==> config.mk <==
export PLATFORM = sky130hd
export DESIGN_NAME = posfb_out
export DESIGN_NICKNAME = d
export VERILOG_FILES = /design/src/hw/posfb_out.v
export VERILOG_INCLUDE_DIRS = /design/src /design/src/hw
export SDC_FILE = /design/constraint.sdc
export NUM_CORES = 2
export LEC_CHECK = 0
export BUFFER_PORTS_ARGS = -buffer_cell sky130_fd_sc_hd__buf_4
export CAP_MARGIN = 20
export CORE_ASPECT_RATIO = 1.75
export CORE_MARGIN = 2
export CORE_UTILIZATION = 25
export DETAILED_ROUTE_END_ITERATION = 12
export PLACE_DENSITY_LB_ADDON = 0.25
export SYNTH_ARGS = -nofsm -noshare
export SYNTH_HDL_FRONTEND = slang
export SYNTH_SLANG_ARGS = --single-unit
==> constraint.sdc <==
create_clock -name CORE_CLK -period 14.36 [get_ports CORE_CLK]
set_input_delay 0.718 -clock CORE_CLK [delete_from_list [all_inputs] [get_ports CORE_CLK]]
set_output_delay 0.718 -clock CORE_CLK [all_outputs]
set_load 0.05 [all_outputs]
==> src/hw/posfb_consts.vh <==
// Constants for the position feedback output block
// Summary of operation
// - Serial port only transmits; it has no receive path.
// - Message is header (only when enabled) then payload, CRC appended only when enabled.
// - Multi-byte values go most significant byte first.
// - Controller drives the shift clock; device makes no clock of its own.
// - Data output updates on each rising edge of the incoming clock, plain binary.
// - Each transfer carries one 32-bit data word.
// - A 16-bit selector picks which internal variable goes out serially.
// - Serial position is signed 32-bit: actuator position minus home offset.
// - A/B outputs active only while simulation enable is 1; default off.
// - Writing 1 to simulation reset clears the accumulator; 0 leaves it.
// - Index type 0 keeps default index, 1 gives a 50/50 index marker.
// - Generator update rate is set in MHz multiples, default 20.
// - Generator counter wraps at a configurable modulus, default 536870912.
// - Output resolution default 8192 ppr; drive resolution default 65536 counts.
// - Delta of positions is scaled by 3.2768; integer part goes to generator.
// - Generator accepts a 16-bit delta at each update with no steps pending and makes A/B signals.
`ifndef POSFB_CONSTS_VH
`define POSFB_CONSTS_VH
`define CLK_MHZ          8'd25
`define SEL_POSITION     16'hFA4E
`define SEL_WIDTH        16
`define WORD_BITS        6'd32
`define HEADER_BITS      6'd8
`define HEADER_VALUE     8'hA5
`define CRC_POLY         8'h07
`define CRC_INIT         8'h00
`define GAP_NS           20000
`define GAP_CYCLES       ((`GAP_NS * 25 + 999) / 1000)
`define RATE_DEFAULT     8'h14
`define MOD_DEFAULT      32'h20000000
`define PPR_DEFAULT      32'h00002000
`define RESOL_DEFAULT    32'h00010000
`define MULT_DEFAULT     32'h0000D1B7
`define MULT_FRAC_BITS   14
`define PRESCALE_MAX     8'hFF
`endif

==> src/hw/posfb_out.v <==
// Serial feedback transmitter and simulated quadrature encoder generator
`timescale 1ns/1ps
`default_nettype none
`include "posfb_consts.vh"
module posfb_out (
    // Clock and reset
    input  wire        CORE_CLK,
    input  wire        RST_N,
    // Serial link from the controller
    input  wire        SER_CLK,
    output reg         SER_DATA,
    // Serial configuration
    input  wire [15:0] VAR_SELECT,
    input  wire        CRC_ENABLE,
    input  wire        HEADER_ENABLE,
    // Internal variables
    input  wire [31:0] ACTUATOR_POS,
    input  wire [31:0] HOME_OFFSET,
    input  wire [31:0] AUX_VAR,
    // Simulation configuration
    input  wire        SIM_ENABLE,
    input  wire        SIM_RESET,
    input  wire        INDEX_TYPE,
    input  wire [7:0]  UPDATE_RATE,
    input  wire [31:0] COUNTER_MOD,
    input  wire [31:0] DELTA_MULT,
    input  wire        INDEX_IN,
    // Simulated encoder outputs
    output reg         ENC_A,
    output reg         ENC_B,
    output reg         ENC_INDEX,
    output wire [31:0] SIM_COUNT
);
    //--------------------------------------------------------------
    // Link clock synchroniser
    //--------------------------------------------------------------
    // The controller's clock is unrelated to the core clock, so it is
    // only read after two flip-flops; a third copy finds the rising edge.
    // An edge is therefore seen about three core cycles after the pin moves.
    reg        sclk_s1_ff;
    reg        sclk_s2_ff;
    reg        sclk_d_ff;
    wire       sclk_rise = sclk_s2_ff & ~sclk_d_ff;

    // Two stages before use; third stage finds edges
    always @(posedge CORE_CLK or negedge RST_N) begin
        if (!RST_N) begin
            sclk_s1_ff <= 1'b1;
            sclk_s2_ff <= 1'b1;
            sclk_d_ff  <= 1'b1;
        end else begin
            sclk_s1_ff <= SER_CLK;
            sclk_s2_ff <= sclk_s1_ff;
            sclk_d_ff  <= sclk_s2_ff;
        end
    end

    //--------------------------------------------------------------
    // Variable selection
    //--------------------------------------------------------------
    // The word is formed continuously; the transmitter freezes it at the
    // first clock edge of a frame, so a later move cannot tear the word
    wire [31:0] serial_feedback_position = ACTUATOR_POS - HOME_OFFSET;
    wire [31:0] sel_word = (VAR_SELECT == `SEL_POSITION) ?
                           serial_feedback_position : AUX_VAR;

    //--------------------------------------------------------------
    // Serial transmitter (transmit only, clocked by the controller)
    //--------------------------------------------------------------
    // no receive path; bit rate follows the controller's clock only
    // Extra clocks after the last bit read back as 1; a frame ends only after the
    // clock rests for the gap time; the next rise then starts a new frame
    reg [47:0] shift_ff;
    reg [6:0]  left_ff;
    reg        busy_ff;
    reg [9:0]  gap_ff;
    reg [7:0]  crc_ff;
    reg        crc_en_ff;
    reg [7:0]  nxt_crc;
    integer    k;

    // Header pattern and the layout of the frame chosen at its first edge
    wire [7:0]  header_word = `HEADER_VALUE;
    reg         nxt_first;
    reg  [47:0] nxt_shift;
    reg  [6:0]  nxt_left;
    wire        gap_done = (gap_ff == `GAP_CYCLES);

    // First bit out, bits still to come, and the rest of the frame;
    // the checksum byte is dropped into the zero tail while shifting
    always @* begin
        nxt_first = sel_word[31];
        nxt_shift = {sel_word[30:0], 17'h00000};
        nxt_left  = 7'd31;
        case ({HEADER_ENABLE, CRC_ENABLE})
            2'b00: begin
                nxt_first = sel_word[31];
                nxt_shift = {sel_word[30:0], 17'h00000};
                nxt_left  = 7'd31;
            end
            2'b01: begin
                nxt_first = sel_word[31];
                nxt_shift = {sel_word[30:0], 17'h00000};
                nxt_left  = 7'd39;
            end
            2'b10: begin
                nxt_first = header_word[7];
                nxt_shift = {header_word[6:0], sel_word, 9'h000};
                nxt_left  = 7'd39;
            end
            2'b11: begin
                nxt_first = header_word[7];
                nxt_shift = {header_word[6:0], sel_word, 9'h000};
                nxt_left  = 7'd47;
            end
            default: begin
                nxt_first = sel_word[31];
                nxt_shift = {sel_word[30:0], 17'h00000};
                nxt_left  = 7'd31;
            end
        endcase
    end

    // CRC-8 over the 32-bit payload only, taken once at capture
    always @* begin
        nxt_crc = `CRC_INIT;
        for (k = 31; k >= 0; k = k - 1) begin
            nxt_crc = {nxt_crc[6:0], 1'b0} ^
                      ((nxt_crc[7] ^ sel_word[k]) ? `CRC_POLY : 8'h00);
        end
    end

    // Gap timeout ends a frame when the clock stops
    always @(posedge CORE_CLK or negedge RST_N) begin
        if (!RST_N) begin
            shift_ff  <= 48'h000000000000;
            left_ff   <= 7'h00;
            busy_ff   <= 1'b0;
            gap_ff    <= 10'h000;
            crc_ff    <= 8'h00;
            crc_en_ff <= 1'b0;
            SER_DATA  <= 1'b1;
        end else if (sclk_rise) begin
            gap_ff <= 10'h000;
            if (!busy_ff) begin
                // word captured at the first edge and held
                busy_ff   <= 1'b1;
                crc_en_ff <= CRC_ENABLE;
                crc_ff    <= nxt_crc;
                SER_DATA  <= nxt_first;
                shift_ff  <= nxt_shift;
                left_ff   <= nxt_left;
            end else if (left_ff != 7'h00) begin
                SER_DATA <= shift_ff[47];
                shift_ff <= {shift_ff[46:0], 1'b0};
                left_ff  <= left_ff - 7'd1;
                if (crc_en_ff && left_ff == 7'd9)
                    shift_ff[47:40] <= crc_ff;
            end else begin
                SER_DATA <= 1'b1;
            end
        end else if (busy_ff) begin
            if (gap_done) begin
                busy_ff  <= 1'b0;
                SER_DATA <= 1'b1;
            end else begin
                gap_ff <= gap_ff + 10'h001;
            end
        end
    end

    //--------------------------------------------------------------
    // Update tick: UPDATE_RATE in MHz relative to the core clock
    //--------------------------------------------------------------
    // rate accumulator produces UPDATE_RATE/CLK_MHZ ticks (capped at 1)
    // Rates at or above the core clock give a tick on every cycle
    reg [8:0]  rate_acc_ff;
    wire [8:0] rate_sum = rate_acc_ff + {1'b0, UPDATE_RATE};
    wire       tick = (rate_sum >= {1'b0, `CLK_MHZ});

    always @(posedge CORE_CLK or negedge RST_N) begin
        if (!RST_N)
            rate_acc_ff <= 9'h000;
        else if (tick)
            rate_acc_ff <= (rate_sum - {1'b0, `CLK_MHZ}) % {1'b0, `CLK_MHZ};
        else
            rate_acc_ff <= rate_sum;
    end

    //--------------------------------------------------------------
    // Delta scaling with fractional carry
    //--------------------------------------------------------------
    // DELTA_MULT is unsigned with 14 fraction bits; bit 31 is ignored so
    // the product stays signed. No update is taken while steps are still
    // pending, so a fast move spreads over later updates and is not lost.
    reg  [31:0] prev_pos_ff;
    reg  [13:0] frac_ff;
    wire [31:0] delta_pos = ACTUATOR_POS - prev_pos_ff;
    wire [63:0] scaled = $signed(delta_pos) * $signed({1'b0, DELTA_MULT[30:0]})
                       + $signed({50'h0, frac_ff});
    wire [15:0] int_delta = scaled[29:14];
    reg  [15:0] pend_ff;
    reg         pend_dir_ff;
    reg  [31:0] count_ff;
    reg  [1:0]  phase_ff;

    // Direction and size of the integer step; a negative delta counts down
    wire        step_dir = int_delta[15];
    wire [15:0] step_mag = step_dir ? (16'h0000 - int_delta) : int_delta;

    // Neighbours of the count, wrapped at the modulus
    wire [31:0] mod_top  = COUNTER_MOD - 32'h00000001;
    wire [31:0] count_up = (count_ff >= mod_top) ? 32'h00000000 : count_ff + 32'h00000001;
    wire [31:0] count_dn = (count_ff == 32'h00000000) ? mod_top : count_ff - 32'h00000001;

    // Previous position, remainder and pending edges
    always @(posedge CORE_CLK or negedge RST_N) begin
        if (!RST_N) begin
            prev_pos_ff <= 32'h00000000;
            frac_ff     <= 14'h0000;
            pend_ff     <= 16'h0000;
            pend_dir_ff <= 1'b0;
            count_ff    <= 32'h00000000;
            phase_ff    <= 2'h0;
        end else if (SIM_RESET) begin
            prev_pos_ff <= ACTUATOR_POS;
            frac_ff     <= 14'h0000;
            pend_ff     <= 16'h0000;
            count_ff    <= 32'h00000000;
        end else begin
            if (tick && pend_ff == 16'h0000) begin
                prev_pos_ff <= ACTUATOR_POS;
                frac_ff     <= scaled[13:0];
                pend_dir_ff <= step_dir;
                pend_ff     <= step_mag;
            end else if (pend_ff != 16'h0000) begin
                pend_ff <= pend_ff - 16'h0001;
                if (pend_dir_ff) begin
                    phase_ff <= phase_ff - 2'h1;
                    count_ff <= count_dn;
                end else begin
                    phase_ff <= phase_ff + 2'h1;
                    count_ff <= count_up;
                end
            end
        end
    end

    assign SIM_COUNT = count_ff;

    //--------------------------------------------------------------
    // Quadrature and index outputs
    //--------------------------------------------------------------
    // Steps keep running while disabled, so the count stays true and
    // only the pins are gated; enabling never replays missed steps
    reg         nxt_enc_a;
    reg         nxt_enc_b;
    wire [31:0] ppr_half = `PPR_DEFAULT >> 1;
    wire        idx_half = ({19'h00000, count_ff[12:0]} < ppr_half);

    // Gray phase: 00,10,11,01 so B lags A when counting up
    always @* begin
        nxt_enc_a = 1'b0;
        nxt_enc_b = 1'b0;
        case (phase_ff)
            2'h0: begin
                nxt_enc_a = 1'b0;
                nxt_enc_b = 1'b0;
            end
            2'h1: begin
                nxt_enc_a = 1'b1;
                nxt_enc_b = 1'b0;
            end
            2'h2: begin
                nxt_enc_a = 1'b1;
                nxt_enc_b = 1'b1;
            end
            2'h3: begin
                nxt_enc_a = 1'b0;
                nxt_enc_b = 1'b1;
            end
            default: begin
                nxt_enc_a = 1'b0;
                nxt_enc_b = 1'b0;
            end
        endcase
    end

    // Registered pins; the marker sits high for the first half revolution
    always @(posedge CORE_CLK or negedge RST_N) begin
        if (!RST_N) begin
            ENC_A     <= 1'b0;
            ENC_B     <= 1'b0;
            ENC_INDEX <= 1'b0;
        end else begin
            ENC_A <= SIM_ENABLE & nxt_enc_a;
            ENC_B <= SIM_ENABLE & nxt_enc_b;
            if (INDEX_TYPE)
                ENC_INDEX <= SIM_ENABLE & idx_half;
            else
                ENC_INDEX <= INDEX_IN;
        end
    end
endmodule // posfb_out
`default_nettype wire

# Word level (Yosys, flattened, before mapping)
# Cells that the tools add are included.
# totals
regBits	188
in_bits	193
out_inout_bits	36
word_cells	219
# classes
add_sub_neg	14
multipliers	1
div	1
magnitude_cmp	3
n_eq_ne	12
mux	71
bitwise_logic	70
n_reduce_logical	27
# op_table
operator	n
$mux 32	9
$xor 8x3->8	27
$mux 3	32
$mux 48	2
$pmux 48 s2	1
$mux 16	4
$sub 32x1->32 const B	2
$sub 32x32->32	2
$add 32x1->32 const B	1
$ge 32x32->1	1
$logic_not 32->1	1
$mul 32x32->30	1
$add 30x15->30	1
$mux 10	3
$mux 14	2
$xor 1x1->1	26
$pmux 7 s3	1
$eq 16x16->1 const B	1
$logic_not 16->1	1
$reduce_bool 16->1	1
$sub 1x16->16 const A	1
$sub 16x1->16 const B	1
$mux 7	2
$reduce_or 2->1	7
34 further kinds	69

# Logic depth before layout (Yosys ltp)
# depth
ltp_word	87
mapped_depth	45
mapped_depth_nobuf	44

# Worst setup path after synthesis
# No wires, ideal clock.
# synth_path
path_kind	input port to flip-flop
from	input port ACTUATOR_POS[0]
to	register pend_ff[1]
setup_time_ns	0.111
t_arrival_ns	11.433
required_time_ns	14.249
path_slack_ns	2.815
stages	42
n_path_buf	0
path_cell_list	inv_1 -> ha_1 -> fa_1 -> nor2b_1 -> o31ai_1 -> a21oi_1 -> a21o_1 -> a221oi_1 -> a21o_1 -> a21oi_1 -> a21o_1 -> a21oi_1 -> xnor2_1 -> nand2_1 -> fa_1 -> inv_1 -> fa_1 -> inv_1 -> [6 not listed] -> fa_1 -> xnor2_1 -> xnor2_1 -> xnor2_1 -> xnor2_1 -> xnor2_1 -> xnor3_1 -> xnor3_1 -> xnor3_1 -> xor3_1 -> xnor3_1 -> xor3_1 -> xnor3_2 -> xnor2_2 -> xnor2_2 -> mux2i_1 -> nor3_1 -> a2111oi_2
# synth_between
elab_chain_len	7
# synth_lines
element	line_no	text
from (decl)	posfb_out.v:17	input wire [31:0] ACTUATOR_POS,
$sub 32x32->32 (*)	posfb_out.v:198	wire [31:0] delta_pos = ACTUATOR_POS - prev_pos_ff;
$mul 32x32->30 (*)	posfb_out.v:199	wire [63:0] scaled = $signed(delta_pos) * $signed({1'b0, DELTA_MULT[30:0]})
$add 30x15->30 (*)	posfb_out.v:200	+ $signed({50'h0, frac_ff});
$sub 1x16->16	posfb_out.v:209	wire [15:0] step_mag = step_dir ? (16'h0000 - int_delta) : int_delta;
$mux 16 (*)	posfb_out.v:209	
$mux 16 (*)	posfb_out.v:231	if (tick && pend_ff == 16'h0000) begin
$mux 16 (*)	posfb_out.v:225	end else if (SIM_RESET) begin
to (signal assigned)	posfb_out.v:235	pend_ff <= step_mag;
to (signal assigned)	posfb_out.v:237	pend_ff <= pend_ff - 16'h0001;
to (decl)	posfb_out.v:202	reg [15:0] pend_ff;
# Mark *: on every way between the ends. The rest lies on a longest branch, timed or not.
# A chain may end at the register's enable or synchronous reset.

# Worst setup path after layout
# Same ends and word-level chain as after synthesis.

==> results.ini <==
[outcome]
run_status=completed

[timing]
finalSetupViolCount=0
max_clock_freq_mhz=78.9
finalSetupTns_ns=0
final_period_minus_worst_setup_slack_ns=12.67
fin_hold_ws_ns=0.172
max-slew-margin-rel=0.306
timing_hold_violations_final=0
min_period_over_period=0.882
slew_violations=0
finClkSkew_ns=0.0225
rsz0062_at_grt=false
worst_tran_pin_value_ns=1.01

[setup_path]
crit_top_cell=sky130_fd_sc_hd__fa_1
endpoint_kind=flip-flop
worst_path_required_ns=14.76
critical_path.reg2reg.endpoint=pend_ff[1]
rr_startpoint=prev_pos_ff[2]
worst-setup-path-type=input port to flip-flop
crit_path_start_kind=input port
critical_path.top_delay_family=adder cells
timing.reg2reg.setup_slack_ns=1.77
worst_path_largest_cell_delay_ns=0.58
critical_path.slowest_cell=sky130_fd_sc_hd__fa_1
cp.buffers_inverters=5
r2r_cells=41
worstPathMaxFanout=16
worst-endpoint-arrival_ns=13.07

[final_layout]
fillers=13900
post-route-util=0.284
design_area_um2=36100
layout-drive-gt1-share=0.102
area_growth_syn_to_layout_pct=13.1
nets=4792

[grt]
first_pass_grt_wire_length_mm=160
global_route_met2_usage=0.318
grt.met1_usage=0.165
use_met3=0.0172
busiest_layer=met2
globalRoute.totalOverflow=0
grt_pass1_vias=28300
globalRouteTotalUtil=0.159
antenna_found_initial=7
grt_max_degree=75

[route]
vias_per_cell=4.75
finalWirelength_mm=103
drt_pass1_iterations=5
detail_route.wl_per_cell_um=18.3
drtAntennaViolNets=0
vias=26900
detail_route.iter0.violations=1172
drt_drc_violations_left=0

[floorplan]
dieWidth_um=274
floorplan.core_area_um2=127000
effective_utilization_at_floorplan=0.251
floorplan.die_area_um2=131000
num_rows=173
num_io_pins=229
die-height_um=477

[cts]
clock-root-buffer=sky130_fd_sc_hd__clkbuf_16
numCtsBuffers=17
tritoncts=built
cts_resized=0
htree_num_levels=4
cts.reportedPaths.clkPinSlew_ns=0.08
clkLatencyLatePin_ns=0.53
hold_buffers=0
clk_path_buf_depth=2
num_clock_sinks=177
cts_post_setup_buffers_inserted=0

[synthesis]
synth-seq-cells=177
netlist_top_cells_area=sky130_fd_sc_hd__fa_1, sky130_fd_sc_hd__dfrtp_1, sky130_fd_sc_hd__ha_1
yosysWarningCount=0
syn_area_per_cell_um2=8.29
synth_flop_cell=sky130_fd_sc_hd__dfrtp_1
number_of_distinct_library_cells_after_synthesis=98
synth_enable_flop_cells=0
synthCells=3849
synth_seq_area_share=0.139
synth.top_cell.area_share=0.231
asyncSetResetFlopFracSynth=1.00
synth.cell_area_um2=31900
syn_nets=4665
cell_taking_the_most_area_after_synthesis=sky130_fd_sc_hd__fa_1

[placed_design]
place.gp.congestion=0.893
numPortBuffers=226
placedInstanceArea_um2=35500
detailedPlacementHpwl_mm=82.7

[job]
drv.max_cap_violation_count=0

[min_path]
min_path_type=input port to async pin

area by class of cell:
class | instances | area, um2 | share of cell area
antenna | 1 | 2.50 | 0.0000694
multi-input combinational | 2919 | 24700 | 0.684
clock buffer | 17 | 425 | 0.0118
tap | 1662 | 2080 | 0.0576
sequential | 177 | 4440 | 0.123
inverter | 587 | 2200 | 0.0611
timing repair buffer | 274 | 2070 | 0.0575
clock inverter | 15 | 166 | 0.00461
worst max-delay path by stage:
stage / end / startpoint / slack (ns) / depth (start not counted)
6_report: pend_ff[1] / ACTUATOR_POS[0] / 1.69 / 43
5_1_grt: pend_ff[1] / ACTUATOR_POS[0] / 1.08 / 46
4_1_cts: pend_ff[1] / ACTUATOR_POS[0] / 1.63 / 43
3_5_place_dp: pend_ff[1] / ACTUATOR_POS[0] / 1.15 / 43
3_3_place_gp: pend_ff[1] / ACTUATOR_POS[0] / 1.25 / 43
2_1_floorplan: pend_ff[1] / ACTUATOR_POS[0] / 2.82 / 42
cell usage after synthesis (24+ instances only):
cell and n:
sky130_fd_sc_hd__nor2b_1 62, sky130_fd_sc_hd__and3_1 50, sky130_fd_sc_hd__inv_1 587, sky130_fd_sc_hd__nor3b_1 27, sky130_fd_sc_hd__nor3_1 94, sky130_fd_sc_hd__or3_1 24, sky130_fd_sc_hd__a211oi_1 45, sky130_fd_sc_hd__nand3_1 53
sky130_fd_sc_hd__o21ai_0 177, sky130_fd_sc_hd__ha_1 255, sky130_fd_sc_hd__nand2_1 451, sky130_fd_sc_hd__xnor2_1 192, sky130_fd_sc_hd__nor2_1 212, sky130_fd_sc_hd__fa_1 368, sky130_fd_sc_hd__nand4_1 26, sky130_fd_sc_hd__nand2b_1 45
sky130_fd_sc_hd__a21o_1 35, sky130_fd_sc_hd__and2_1 168, sky130_fd_sc_hd__a21oi_1 157, sky130_fd_sc_hd__clkbuf_1 157, sky130_fd_sc_hd__xor2_1 97, sky130_fd_sc_hd__dfrtp_1 173, sky130_fd_sc_hd__mux2_2 34
logic make-up after synthesis:
family                   share of synthesized area
AO/OA/AOI/OAI                                0.132
XOR/XNOR                                    0.0898
adder cells (fa/ha/maj)                      0.331
buffers and inverters                       0.0889
flip-flops                                   0.139
multiplexers                                0.0190
AND/OR/NAND/NOR                              0.200
metal layers:
layer / vias to the layer above / routed length, um
met4: 12 / 3910
met2: 520 / 57700
li1: 12800 / -
met3: 156 / 2880
met5: - / 88
met1: 13300 / 38800
worst register-to-register path: cells and delay by family, from the launching register on:
family / cells / cell delay (ns)
AOI/OAI and AO/OA: 9 / 2.51
DFF: 1 / 0.34
muxes: 1 / 0.22
adders and majority gates: 9 / 4.37
buffers and inverters: 4 / 0.40
and+or+nand+nor: 3 / 0.51
xor gates and xnor gates: 15 / 4.16
cell usage in the layout, fill, tap and decap left out, types with 12 or more instances in the layout:
master	Yosys	layout
sky130_fd_sc_hd__o21a_1	21	21
sky130_fd_sc_hd__inv_1	587	587
sky130_fd_sc_hd__and2_1	168	167
sky130_fd_sc_hd__nand3_1	53	53
sky130_fd_sc_hd__o211ai_1	20	20
sky130_fd_sc_hd__a21o_1	35	35
sky130_fd_sc_hd__nor2_1	212	209
sky130_fd_sc_hd__a221oi_1	20	20
sky130_fd_sc_hd__or2_2	13	13
sky130_fd_sc_hd__nor2b_1	62	61
sky130_fd_sc_hd__buf_4	0	271
sky130_fd_sc_hd__xor2_1	97	96
sky130_fd_sc_hd__clkbuf_16	0	17
sky130_fd_sc_hd__dfrtp_1	173	172
sky130_fd_sc_hd__ha_1	255	255
sky130_fd_sc_hd__xnor2_1	192	191
sky130_fd_sc_hd__or4_1	14	14
sky130_fd_sc_hd__mux2i_1	21	21
sky130_fd_sc_hd__o21ai_0	177	177
sky130_fd_sc_hd__or3_1	24	24
sky130_fd_sc_hd__and3_1	50	50
sky130_fd_sc_hd__nor4_1	20	20
sky130_fd_sc_hd__mux2_2	34	34
sky130_fd_sc_hd__nor3_1	94	93
sky130_fd_sc_hd__nand2b_1	45	45
sky130_fd_sc_hd__nand2_1	451	450
sky130_fd_sc_hd__fa_1	368	368
sky130_fd_sc_hd__nand4_1	26	26
sky130_fd_sc_hd__nor3b_1	27	27
sky130_fd_sc_hd__a211oi_1	45	45
sky130_fd_sc_hd__a21oi_1	157	156
sky130_fd_sc_hd__o31ai_1	17	17
sky130_fd_sc_hd__a31oi_1	15	15
sky130_fd_sc_hd__o31a_1	12	12
metrics by stage:
stage,setup slack (ns),std cells
4_1_cts,1.63,5649
3_3_place_gp,1.25,5616
6_report,1.69,5652
3_5_place_dp,1.15,5617
2_1_floorplan,2.82,3849
5_1_grt,1.08,5651
registers in the layout (all words and copies together) (netlist names):
register and count:
shift_ff 39, crc_ff 8, SER_DATA 1, sclk_s1_ff 1, sclk_s2_ff 1, ENC_A 1
SIM_COUNT 32, rate_acc_ff 9, left_ff 7, ENC_B 1, sclk_d_ff 1, prev_pos_ff 30
busy_ff 1, pend_ff 16, frac_ff 14, crc_en_ff 1, gap_ff 10, ENC_INDEX 1
pend_dir_ff 1, phase_ff 2
Power is left out: the tool's default activity adds up to more than one toggle a clock period on the data nets, which glitch-free logic cannot reach.
